[src/core/ext_index_defines.vh]
`ifndef EXT_INDEX_DEFINES_VH
`define EXT_INDEX_DEFINES_VH

// ----------------------------------------------------------------
// Opcode fields
// ----------------------------------------------------------------
`define OPC_HI_MSB 15
`define OPC_HI_LSB 8
`define NIB_MSB 15
`define NIB_LSB 12
`define SEL_MSB 7
`define SEL_LSB 6
`define LIT_MSB 5
`define LIT_LSB 0
`define FILE_MSB 7
`define FILE_LSB 0
`define ACC_BIT 8
`define DEST_BIT 9
`define SUB_MSB 11
`define SUB_LSB 9
`define LIT_W 6

// ----------------------------------------------------------------
// Opcode codes
// ----------------------------------------------------------------
`define OPC_SUB_PTR 8'hE9
`define SEL_PTR0 2'h0
`define SEL_PTR1 2'h1
`define SEL_FRAME 2'h2
`define SEL_RETURN 2'h3
`define NIB_MISC 4'h0
`define NIB_BYTE_LO 4'h1
`define NIB_BYTE_HI 4'h5
`define NIB_NO_DEST 4'h6
`define NIB_TOGGLE 4'h7
`define NIB_BIT_LO 4'h8
`define NIB_BIT_HI 4'hB
`define SUB_MULTIPLY 3'h1
`define SUB_DECREMENT_LO 3'h2
`define SUB_DECREMENT_HI 3'h3
`define INDEX_LIMIT 8'h5F

// ----------------------------------------------------------------
// Register port map and reset values
// ----------------------------------------------------------------
`define REG_CONFIG 4'h0
`define REG_BANK 4'h1
`define REG_PTR0 4'h2
`define REG_PTR1 4'h3
`define REG_PTR2 4'h4
`define REG_STATUS 4'h5
`define CFG_EXT_BIT 0
`define CONFIG_RST 1'b0
`define STAT_INDEXED_BIT 12
`define STAT_NOP_BIT 13

`endif

[src/core/ext_index_decoder.v]
// The register offsets and the strobed register port were left to the implementer.
`timescale 1ns/1ps

`include "ext_index_defines.vh"

// Overview of operation
// (RL1) Pointer minus 6-bit literal, flags untouched
// (RL2) Decode E9h upper byte, select, literal
// (RL3) Frame pointer minus literal, then return
// (RL4) Return takes two cycles, second idle
// (RL5) Select 3 means frame pointer return
// (RL6) Extended enable also enables indexed addressing
// (RL7) Disabled: access bank or banked address
// (RL8) Enabled, access, operand <=5Fh: frame offset
// (RL9) Remap only byte and bit instructions
// (RL10) Frame pointer zero keeps original mapping
// (RL11) Destination bit keeps normal meaning
// (RL12) Indexed address is frame pointer plus k
// (RL13) Config bit resets to disabled
module ext_index_decoder #(
	parameter ADDR_W = 12,
	parameter PC_W = 21,
	parameter DATA_W = 16
) (
	// Clock, reset, enable
	input wire ref_clk,
	input wire rst_n,
	input wire clk_en,
	// Instruction fetch
	input wire instr_valid,
	input wire [15:0] instr_word,
	output wire instr_req,
	// Return stack
	input wire [PC_W-1:0] top_of_return_stack,
	output reg stack_pop_q,
	output reg pc_load_q,
	output reg [PC_W-1:0] pc_target_q,
	// Data access
	output reg [ADDR_W-1:0] data_addr_q,
	output reg data_addr_valid_q,
	output reg data_addr_indexed_q,
	output reg dest_file_q,
	// Instruction cycle
	output reg [3:0] phase_q,
	output reg nop_cycle_q,
	// Register port
	input wire [3:0] reg_addr,
	input wire [DATA_W-1:0] reg_wdata,
	input wire reg_wr,
	input wire reg_rd,
	output reg [DATA_W-1:0] reg_rdata_q
);

	localparam BANK_W = ADDR_W - 8;
	localparam NUM_PTR = 3;
	localparam [3:0] PH_Q1 = 4'h1;
	localparam [3:0] PH_Q2 = 4'h2;
	localparam [3:0] PH_Q3 = 4'h4;
	localparam [3:0] PH_Q4 = 4'h8;

	// ----------------------------------------------------------------
	// Decode functions
	// ----------------------------------------------------------------

	// Byte and bit classes carry the access select bit
	function has_access;
		input [15:0] w;
		reg [3:0] nib;
		reg [2:0] sub;
		begin
			nib = w[`NIB_MSB:`NIB_LSB];
			sub = w[`SUB_MSB:`SUB_LSB];
			has_access = 1'b0;
			if (nib == `NIB_MISC)
				has_access = (sub == `SUB_MULTIPLY) || (sub == `SUB_DECREMENT_LO) ||
					(sub == `SUB_DECREMENT_HI);
			else if (nib >= `NIB_BYTE_LO && nib <= `NIB_TOGGLE)
				has_access = 1'b1;
			else if (nib >= `NIB_BIT_LO && nib <= `NIB_BIT_HI)
				has_access = 1'b1;
		end
	endfunction

	// Byte instructions with a result destination select
	function has_dest;
		input [15:0] w;
		reg [3:0] nib;
		reg [2:0] sub;
		begin
			nib = w[`NIB_MSB:`NIB_LSB];
			sub = w[`SUB_MSB:`SUB_LSB];
			has_dest = 1'b0;
			if (nib == `NIB_MISC)
				has_dest = (sub == `SUB_DECREMENT_LO) || (sub == `SUB_DECREMENT_HI);
			else if (nib >= `NIB_BYTE_LO && nib <= `NIB_BYTE_HI)
				has_dest = 1'b1;
		end
	endfunction

	function is_indexed;
		input [15:0] w;
		input ext;
		begin
			is_indexed = ext && has_access(w) && !w[`ACC_BIT] &&
				(w[`FILE_MSB:`FILE_LSB] <= `INDEX_LIMIT);
		end
	endfunction

	function [ADDR_W-1:0] effective_addr;
		input [15:0] w;
		input ext;
		input [ADDR_W-1:0] frame;
		input [BANK_W-1:0] bank;
		reg [7:0] f;
		begin
			f = w[`FILE_MSB:`FILE_LSB];
			if (is_indexed(w, ext))
				effective_addr = frame + {{BANK_W{1'b0}}, f}; // [RL8] [RL12] [RL10]
			else if (w[`ACC_BIT])
				effective_addr = {bank, f}; // [RL7]
			else if (f <= `INDEX_LIMIT)
				effective_addr = {{BANK_W{1'b0}}, f}; // [RL7]
			else
				effective_addr = {{BANK_W{1'b1}}, f}; // [RL7]
		end
	endfunction

	// ----------------------------------------------------------------
	// State
	// ----------------------------------------------------------------
	reg ext_enable_q;
	reg [BANK_W-1:0] bank_select_register_q;
	reg [ADDR_W-1:0] file_select_pointer_q [0:NUM_PTR-1];
	reg [15:0] instr_q;
	reg active_q;
	reg nop_pending_q;
	reg [3:0] phase_d;
	reg [ADDR_W-1:0] sub_source;

	wire take_instr;
	wire is_sub_ptr;
	wire [1:0] sel_field;
	wire [1:0] ptr_index;
	wire [`LIT_W-1:0] sub_literal;
	wire sub_write;
	wire is_return;
	wire [ADDR_W-1:0] sub_result;

	// Fetch only in Q1 of a cycle that is not the idle return cycle
	assign instr_req = (phase_q == PH_Q1) && !nop_pending_q;
	assign take_instr = clk_en && instr_req && instr_valid;

	assign is_sub_ptr = active_q && (instr_q[`OPC_HI_MSB:`OPC_HI_LSB] == `OPC_SUB_PTR); // [RL2]
	assign sel_field = instr_q[`SEL_MSB:`SEL_LSB]; // [RL2]
	assign sub_literal = instr_q[`LIT_MSB:`LIT_LSB]; // [RL2]
	assign is_return = is_sub_ptr && (sel_field == `SEL_RETURN); // [RL5]
	// Return form always names the frame pointer
	assign ptr_index = is_return ? `SEL_FRAME : sel_field; // [RL5] [RL3]

	// Index 3 names no pointer; folding it keeps the read in range
	always @*
	begin
		case (ptr_index)
			`SEL_PTR0: sub_source = file_select_pointer_q[`SEL_PTR0];
			`SEL_PTR1: sub_source = file_select_pointer_q[`SEL_PTR1];
			default: sub_source = file_select_pointer_q[`SEL_FRAME];
		endcase
	end

	assign sub_result = sub_source -
		{{(ADDR_W-`LIT_W){1'b0}}, sub_literal}; // [RL1] [RL3]
	assign sub_write = clk_en && is_sub_ptr && (phase_q == PH_Q4);

	// ----------------------------------------------------------------
	// Phase sequencer
	// ----------------------------------------------------------------
	always @*
	begin
		case (phase_q)
			PH_Q1: phase_d = PH_Q2;
			PH_Q2: phase_d = PH_Q3;
			PH_Q3: phase_d = PH_Q4;
			PH_Q4: phase_d = PH_Q1;
			default: phase_d = PH_Q1;
		endcase
	end

	always @(posedge ref_clk or negedge rst_n)
	begin
		if (!rst_n)
			phase_q <= PH_Q1;
		else if (clk_en)
			phase_q <= phase_d;
	end

	// ----------------------------------------------------------------
	// Instruction capture and address generation
	// ----------------------------------------------------------------
	always @(posedge ref_clk or negedge rst_n)
	begin
		if (!rst_n)
		begin
			instr_q <= 16'h0000;
			active_q <= 1'b0;
			data_addr_q <= {ADDR_W{1'b0}};
			data_addr_valid_q <= 1'b0;
			data_addr_indexed_q <= 1'b0;
			dest_file_q <= 1'b0;
		end
		else if (clk_en)
		begin
			if (phase_q == PH_Q1)
			begin
				instr_q <= instr_word;
				active_q <= take_instr;
				if (take_instr)
				begin
					// Other classes keep the last data address
					if (has_access(instr_word))
					begin
						// Ext enable switches only the address mapping; E9h opcodes decode with it off too
						data_addr_q <= effective_addr(instr_word, ext_enable_q,
							file_select_pointer_q[`SEL_FRAME], bank_select_register_q); // [RL6]
					end
					data_addr_valid_q <= has_access(instr_word); // [RL9]
					data_addr_indexed_q <= is_indexed(instr_word, ext_enable_q); // [RL9] [RL8]
					// 0 = working register, 1 = file, also in indexed mode
					dest_file_q <= has_dest(instr_word) ? instr_word[`DEST_BIT] : 1'b1; // [RL11]
				end
				else
				begin
					data_addr_valid_q <= 1'b0;
					data_addr_indexed_q <= 1'b0;
					dest_file_q <= 1'b0;
				end
			end
		end
	end

	// ----------------------------------------------------------------
	// Return sequencing
	// ----------------------------------------------------------------
	always @(posedge ref_clk or negedge rst_n)
	begin
		if (!rst_n)
		begin
			nop_pending_q <= 1'b0;
			nop_cycle_q <= 1'b0;
			pc_load_q <= 1'b0;
			stack_pop_q <= 1'b0;
			pc_target_q <= {PC_W{1'b0}};
		end
		else if (clk_en)
		begin
			pc_load_q <= 1'b0;
			stack_pop_q <= 1'b0;
			if (sub_write && is_return)
			begin
				// Target comes from the stack top at the same Q4 edge as the subtract write
				pc_target_q <= top_of_return_stack; // [RL3]
				pc_load_q <= 1'b1; // [RL3]
				stack_pop_q <= 1'b1; // [RL3]
				nop_pending_q <= 1'b1; // [RL4]
			end
			else if (phase_q == PH_Q4)
				nop_pending_q <= 1'b0; // [RL4]
			// Visible for the full idle cycle, Q1 through Q4
			if (phase_q == PH_Q4)
				nop_cycle_q <= sub_write && is_return; // [RL4]
		end
	end

	// ----------------------------------------------------------------
	// Pointer, bank and config registers
	// ----------------------------------------------------------------

	// An instruction update beats a same-cycle software write
	genvar gi;
	generate
		for (gi = 0; gi < NUM_PTR; gi = gi + 1)
		begin : g_ptr
			always @(posedge ref_clk or negedge rst_n)
			begin
				if (!rst_n)
					file_select_pointer_q[gi] <= {ADDR_W{1'b0}};
				else if (clk_en)
				begin
					if (sub_write && (ptr_index == gi))
						file_select_pointer_q[gi] <= sub_result; // [RL1] [RL3]
					else if (reg_wr && (reg_addr == `REG_PTR0 + gi))
						file_select_pointer_q[gi] <= reg_wdata[ADDR_W-1:0];
				end
			end
		end
	endgenerate

	always @(posedge ref_clk or negedge rst_n)
	begin
		if (!rst_n)
		begin
			ext_enable_q <= `CONFIG_RST; // [RL13]
			bank_select_register_q <= {BANK_W{1'b0}};
		end
		else if (clk_en && reg_wr)
		begin
			if (reg_addr == `REG_CONFIG)
				ext_enable_q <= reg_wdata[`CFG_EXT_BIT];
			if (reg_addr == `REG_BANK)
				bank_select_register_q <= reg_wdata[BANK_W-1:0];
		end
	end

	// ----------------------------------------------------------------
	// Register read port
	// ----------------------------------------------------------------

	// Data stand only in the cycle after the strobe; unmapped reads 0
	always @(posedge ref_clk or negedge rst_n)
	begin
		if (!rst_n)
			reg_rdata_q <= {DATA_W{1'b0}};
		else if (clk_en)
		begin
			reg_rdata_q <= {DATA_W{1'b0}};
			if (reg_rd)
			begin
				case (reg_addr)
					`REG_CONFIG: reg_rdata_q[`CFG_EXT_BIT] <= ext_enable_q;
					`REG_BANK: reg_rdata_q[BANK_W-1:0] <= bank_select_register_q;
					`REG_PTR0: reg_rdata_q[ADDR_W-1:0] <= file_select_pointer_q[0];
					`REG_PTR1: reg_rdata_q[ADDR_W-1:0] <= file_select_pointer_q[1];
					`REG_PTR2: reg_rdata_q[ADDR_W-1:0] <= file_select_pointer_q[2];
					`REG_STATUS:
					begin
						reg_rdata_q[ADDR_W-1:0] <= data_addr_q;
						reg_rdata_q[`STAT_INDEXED_BIT] <= data_addr_indexed_q;
						reg_rdata_q[`STAT_NOP_BIT] <= nop_cycle_q;
					end
					default: reg_rdata_q <= {DATA_W{1'b0}};
				endcase
			end
		end
	end

endmodule // ext_index_decoder

[config.mk]
export PLATFORM = sky130hd
export DESIGN_NAME = ext_index_decoder
export DESIGN_NICKNAME = d
export VERILOG_FILES = /design/src/core/ext_index_decoder.v
export VERILOG_INCLUDE_DIRS = /design/src /design/src/core
export SDC_FILE = /design/constraint.sdc
export NUM_CORES = 1
export LEC_CHECK = 0
export ABC_AREA = 0
export BUFFER_PORTS_ARGS = -buffer_cell sky130_fd_sc_hd__buf_2
export CORE_MARGIN = 2
export CORE_UTILIZATION = 58
export CTS_BUF_LIST = sky130_fd_sc_hd__clkbuf_4
export DETAILED_ROUTE_END_ITERATION = 8
export MAX_ROUTING_LAYER = met4
export PLACE_DENSITY = 0.83
export SLEW_MARGIN = 20
export SYNTH_ARGS = -nofsm -noshare
export SYNTH_HDL_FRONTEND = slang
export SYNTH_SLANG_ARGS = --single-unit
[constraint.sdc]
create_clock -name ref_clk -period 3.6 [get_ports ref_clk]
set_clock_uncertainty 0.15 [all_clocks]
set_input_delay 0.72 -clock ref_clk [delete_from_list [all_inputs] [get_ports ref_clk]]
set_output_delay 0.72 -clock ref_clk [all_outputs]
set_load 0.01 [all_outputs]
==> flow_metrics.tcl <==
set metrics [dict create \
    slew_viol_final 0 \
    track_usage_pct 32.0 \
    path_max_fanout 7 \
    setup_tns_ns 0 \
    slowest_delay_ns 0.65 \
    power_leakage_nw 3.60 \
    startpoint "instr_q[6]" \
    synth-seq-cells 115 \
    antenna_left 0 \
    endpoint_kind "flip-flop" \
    die-area_sq_um 11700 \
    fmax_mhz 322 \
    gp_congestion 0.936 \
    die_h_um 108 \
    firstDrtPassIters 5 \
    drive_gt1_share_pct 30.7 \
    ys_dominant_reg_cell "dfrtp_1" \
    synthCells 623 \
    power_density_nw_per_um2 630 \
    path_delay_family "compound AO/OA/AOI/OAI gates" \
    cts_sinks 115 \
    critPathKind "reg2reg" \
    crit_slowest_cell "dfrtp_1" \
    vias 5533 \
    synthArstFlopShare_pct 100 \
    setup_viol 0 \
    yosysMostFrequentCell "dfrtp_1" \
    clk_latency_ns 0.53 \
    rsz0062_at_grt "no" \
    cp_num_cells 11 \
    clkTransAtPathRegs_ns 0.11 \
    period_share_pct 86.4 \
    grt_pass1_wl_um 27500 \
    overflow 0 \
    arrival_ns 3.35 \
    cp-start-kind "flip-flop" \
    maxSlewHeadroom_pct 53.0 \
    dp_hpwl_um 12400 \
    ios 123 \
    cts-root-buf "clkbuf_4" \
    avgSynthCellArea_sq_um 10.1 \
    yosys.area.top_type "dfrtp_1" \
    avgRoutedWirePerCell_um 19.0 \
    path_common_cell "a21oi_1" \
    cts_tree "yes" \
    grt_pass1_vias 5449 \
    required_ns 3.84 \
    viasPerCell 6.20 \
    antenna_found_initial 0 \
    synth_top_area_share_pct 45.5 \
    pre_cts_slack_ns 0.615 \
    path_cells "mux2i_1 -> nor2_1 -> a21oi_1 -> ha_1 -> fa_1 -> nor2b_1 -> o21ai_0 -> a21oi_1 -> nor2_1 -> xnor2_1 -> a21oi_1" \
    post_cts_resized 0 \
    syn_to_final_growth_pct 16.7 \
    post-route-min-period_ns 3.11 \
    htree_levels 4 \
    yosysSeqAreaShare_pct 45.9 \
    core_sq_um 10400 \
    finalHoldViolCount 0 \
    synth_edf_count 0 \
    grt_max_degree 61 \
    postCtsSetupRepairBufs 0 \
    reg2reg_from "instr_q[6]" \
    r2r_cells 11 \
    status "finished, final reports clean" \
    maxCapViolations 0 \
    start_util_pct 60.2 \
    cp.buffers_inverters 0 \
    netlist_area_sq_um 6270 \
    synthTopCellsByCount "dfrtp_1, mux2_2, a21oi_1" \
    drc 0 \
    yosys_warnings 0 \
    clockBufferDepth 2 \
    vdd.ir_drop.worst_mv 0.358 \
    nets 822 \
    holdBufCountCts 0 \
    yosysUniqueCellTypes 52 \
    wl_um 17000 \
    rows 37 \
    synth_area_leaders "dfrtp_1, mux2_2, a21oi_1, nor2b_1, a211oi_1" \
    drt_iter0_drc 478 \
    min_path_type "in2async" \
    die_x_um 108 \
    io_buffer_count 116 \
    tightest_slew_ns 0.705 \
    fin_ws_ns 0.491 \
    cts_made_buffers 17 \
]
worst paths after layout:
check                                                  to  slack, ns
worst min register to register          data_addr_valid_q       0.34
worst max register to register  file_select_pointer_q[34]       0.49
worst min-delay path                      pc_target_q[13]       0.08
min in group ref_clk                      pc_target_q[13]       0.27
worst max-delay path            file_select_pointer_q[34]       0.49
max in group asynchronous       file_select_pointer_q[25]       2.32
power breakdown:
| group | internal (W) | switching, W |
|---|---|---|
| logic | 0.000815 | 0.00101 |
| registers | 0.00158 | 0.000324 |
| clock network | 0.000402 | 0.000489 |
| total | 0.00279 | 0.00182 |
worst reg2reg max path: stages, from the launching register on:
cell	delay, ns
dfrtp_1	0.65
mux2i_1	0.14
nor2_1	0.10
a21oi_1	0.06
ha_1	0.27
fa_1	0.42
nor2b_1	0.12
o21ai_0	0.11
a21oi_1	0.41
nor2_1	0.11
xnor2_1	0.33
a21oi_1	0.12
state kept, by name, indices dropped and copies added (netlist names):
| register | flops |
|---|---|
| dest_file_q | 1 |
| pc_target_q | 21 |
| data_addr_valid_q | 1 |
| instr_q | 16 |
| nop_pending_q | 1 |
| pc_load_q | 1 |
| reg_rdata_q | 14 |
| nop_cycle_q | 1 |
| data_addr_indexed_q | 1 |
| data_addr_q | 12 |
| bank_select_register_q | 4 |
| phase_q | 4 |
| ext_enable_q | 1 |
| active_q | 1 |
| file_select_pointer_q | 36 |
metal layers:
layer | GRT usage, % | share of wire (%) | vias up
li1 | - | - | 2502
met1 | 41.8 | 40 | 2665
met2 | 49.1 | 47 | 304
met3 | 5.12 | 8.9 | 62
met4 | 15.7 | 4.2 | 0
met5 | - | 0 | -
layout by cell type (no fill, tap or decap), types with 12 or more instances in the layout:
cell / Yosys / routed
a211oi_1: 27 / 27
a21oi_1: 52 / 52
a22o_1: 12 / 12
buf_2: 2 / 115
buf_4: 4 / 22
clkbuf_4: 0 / 18
dfrtp_1: 114 / 114
ha_1: 14 / 14
inv_1: 29 / 29
mux2_2: 59 / 59
mux2i_1: 14 / 14
nand2_1: 42 / 42
nor2_1: 31 / 31
nor2b_1: 33 / 33
o21ai_0: 31 / 31
o22ai_1: 15 / 15
final cells by class:
cell class	instances	area, sq um
antenna	1	2.50
fill	819	3100
timing repair buffer	138	761
clock inverter	14	120
multi-input combinational	442	3140
clock buffer	18	135
inverter	29	109
tap	136	170
sequential	115	2880
cells by family after synthesis:
family | after synthesis | share of synthesized area, %
and+or+nand+nor | 161 | 13.2
DFF | 115 | 45.9
adders and majority gates | 16 | 3.43
muxes | 74 | 13.2
AOI/OAI and AO/OA | 175 | 18.0
xor gates and xnor gates | 14 | 1.96
buffers and inverters | 67 | 4.29
other | 1 | 0.0598
metrics by stage:
stage                     instances  util [%]  hold WS (ns)  instance area, sq um  total power, W
final                           893      70.3        0.0767                  7320         0.00461
after global routing            892      70.2         0.111                  7320         0.00490
after CTS                       892      70.2        0.0893                  7320         0.00459
after detailed placement        860      67.8         0.325                  7060         0.00370
after global placement          860      67.8         0.309                  7060         0.00360
after floorplan                 624         -         0.274                  6270         0.00310
(Power assumes the default switching activity.)
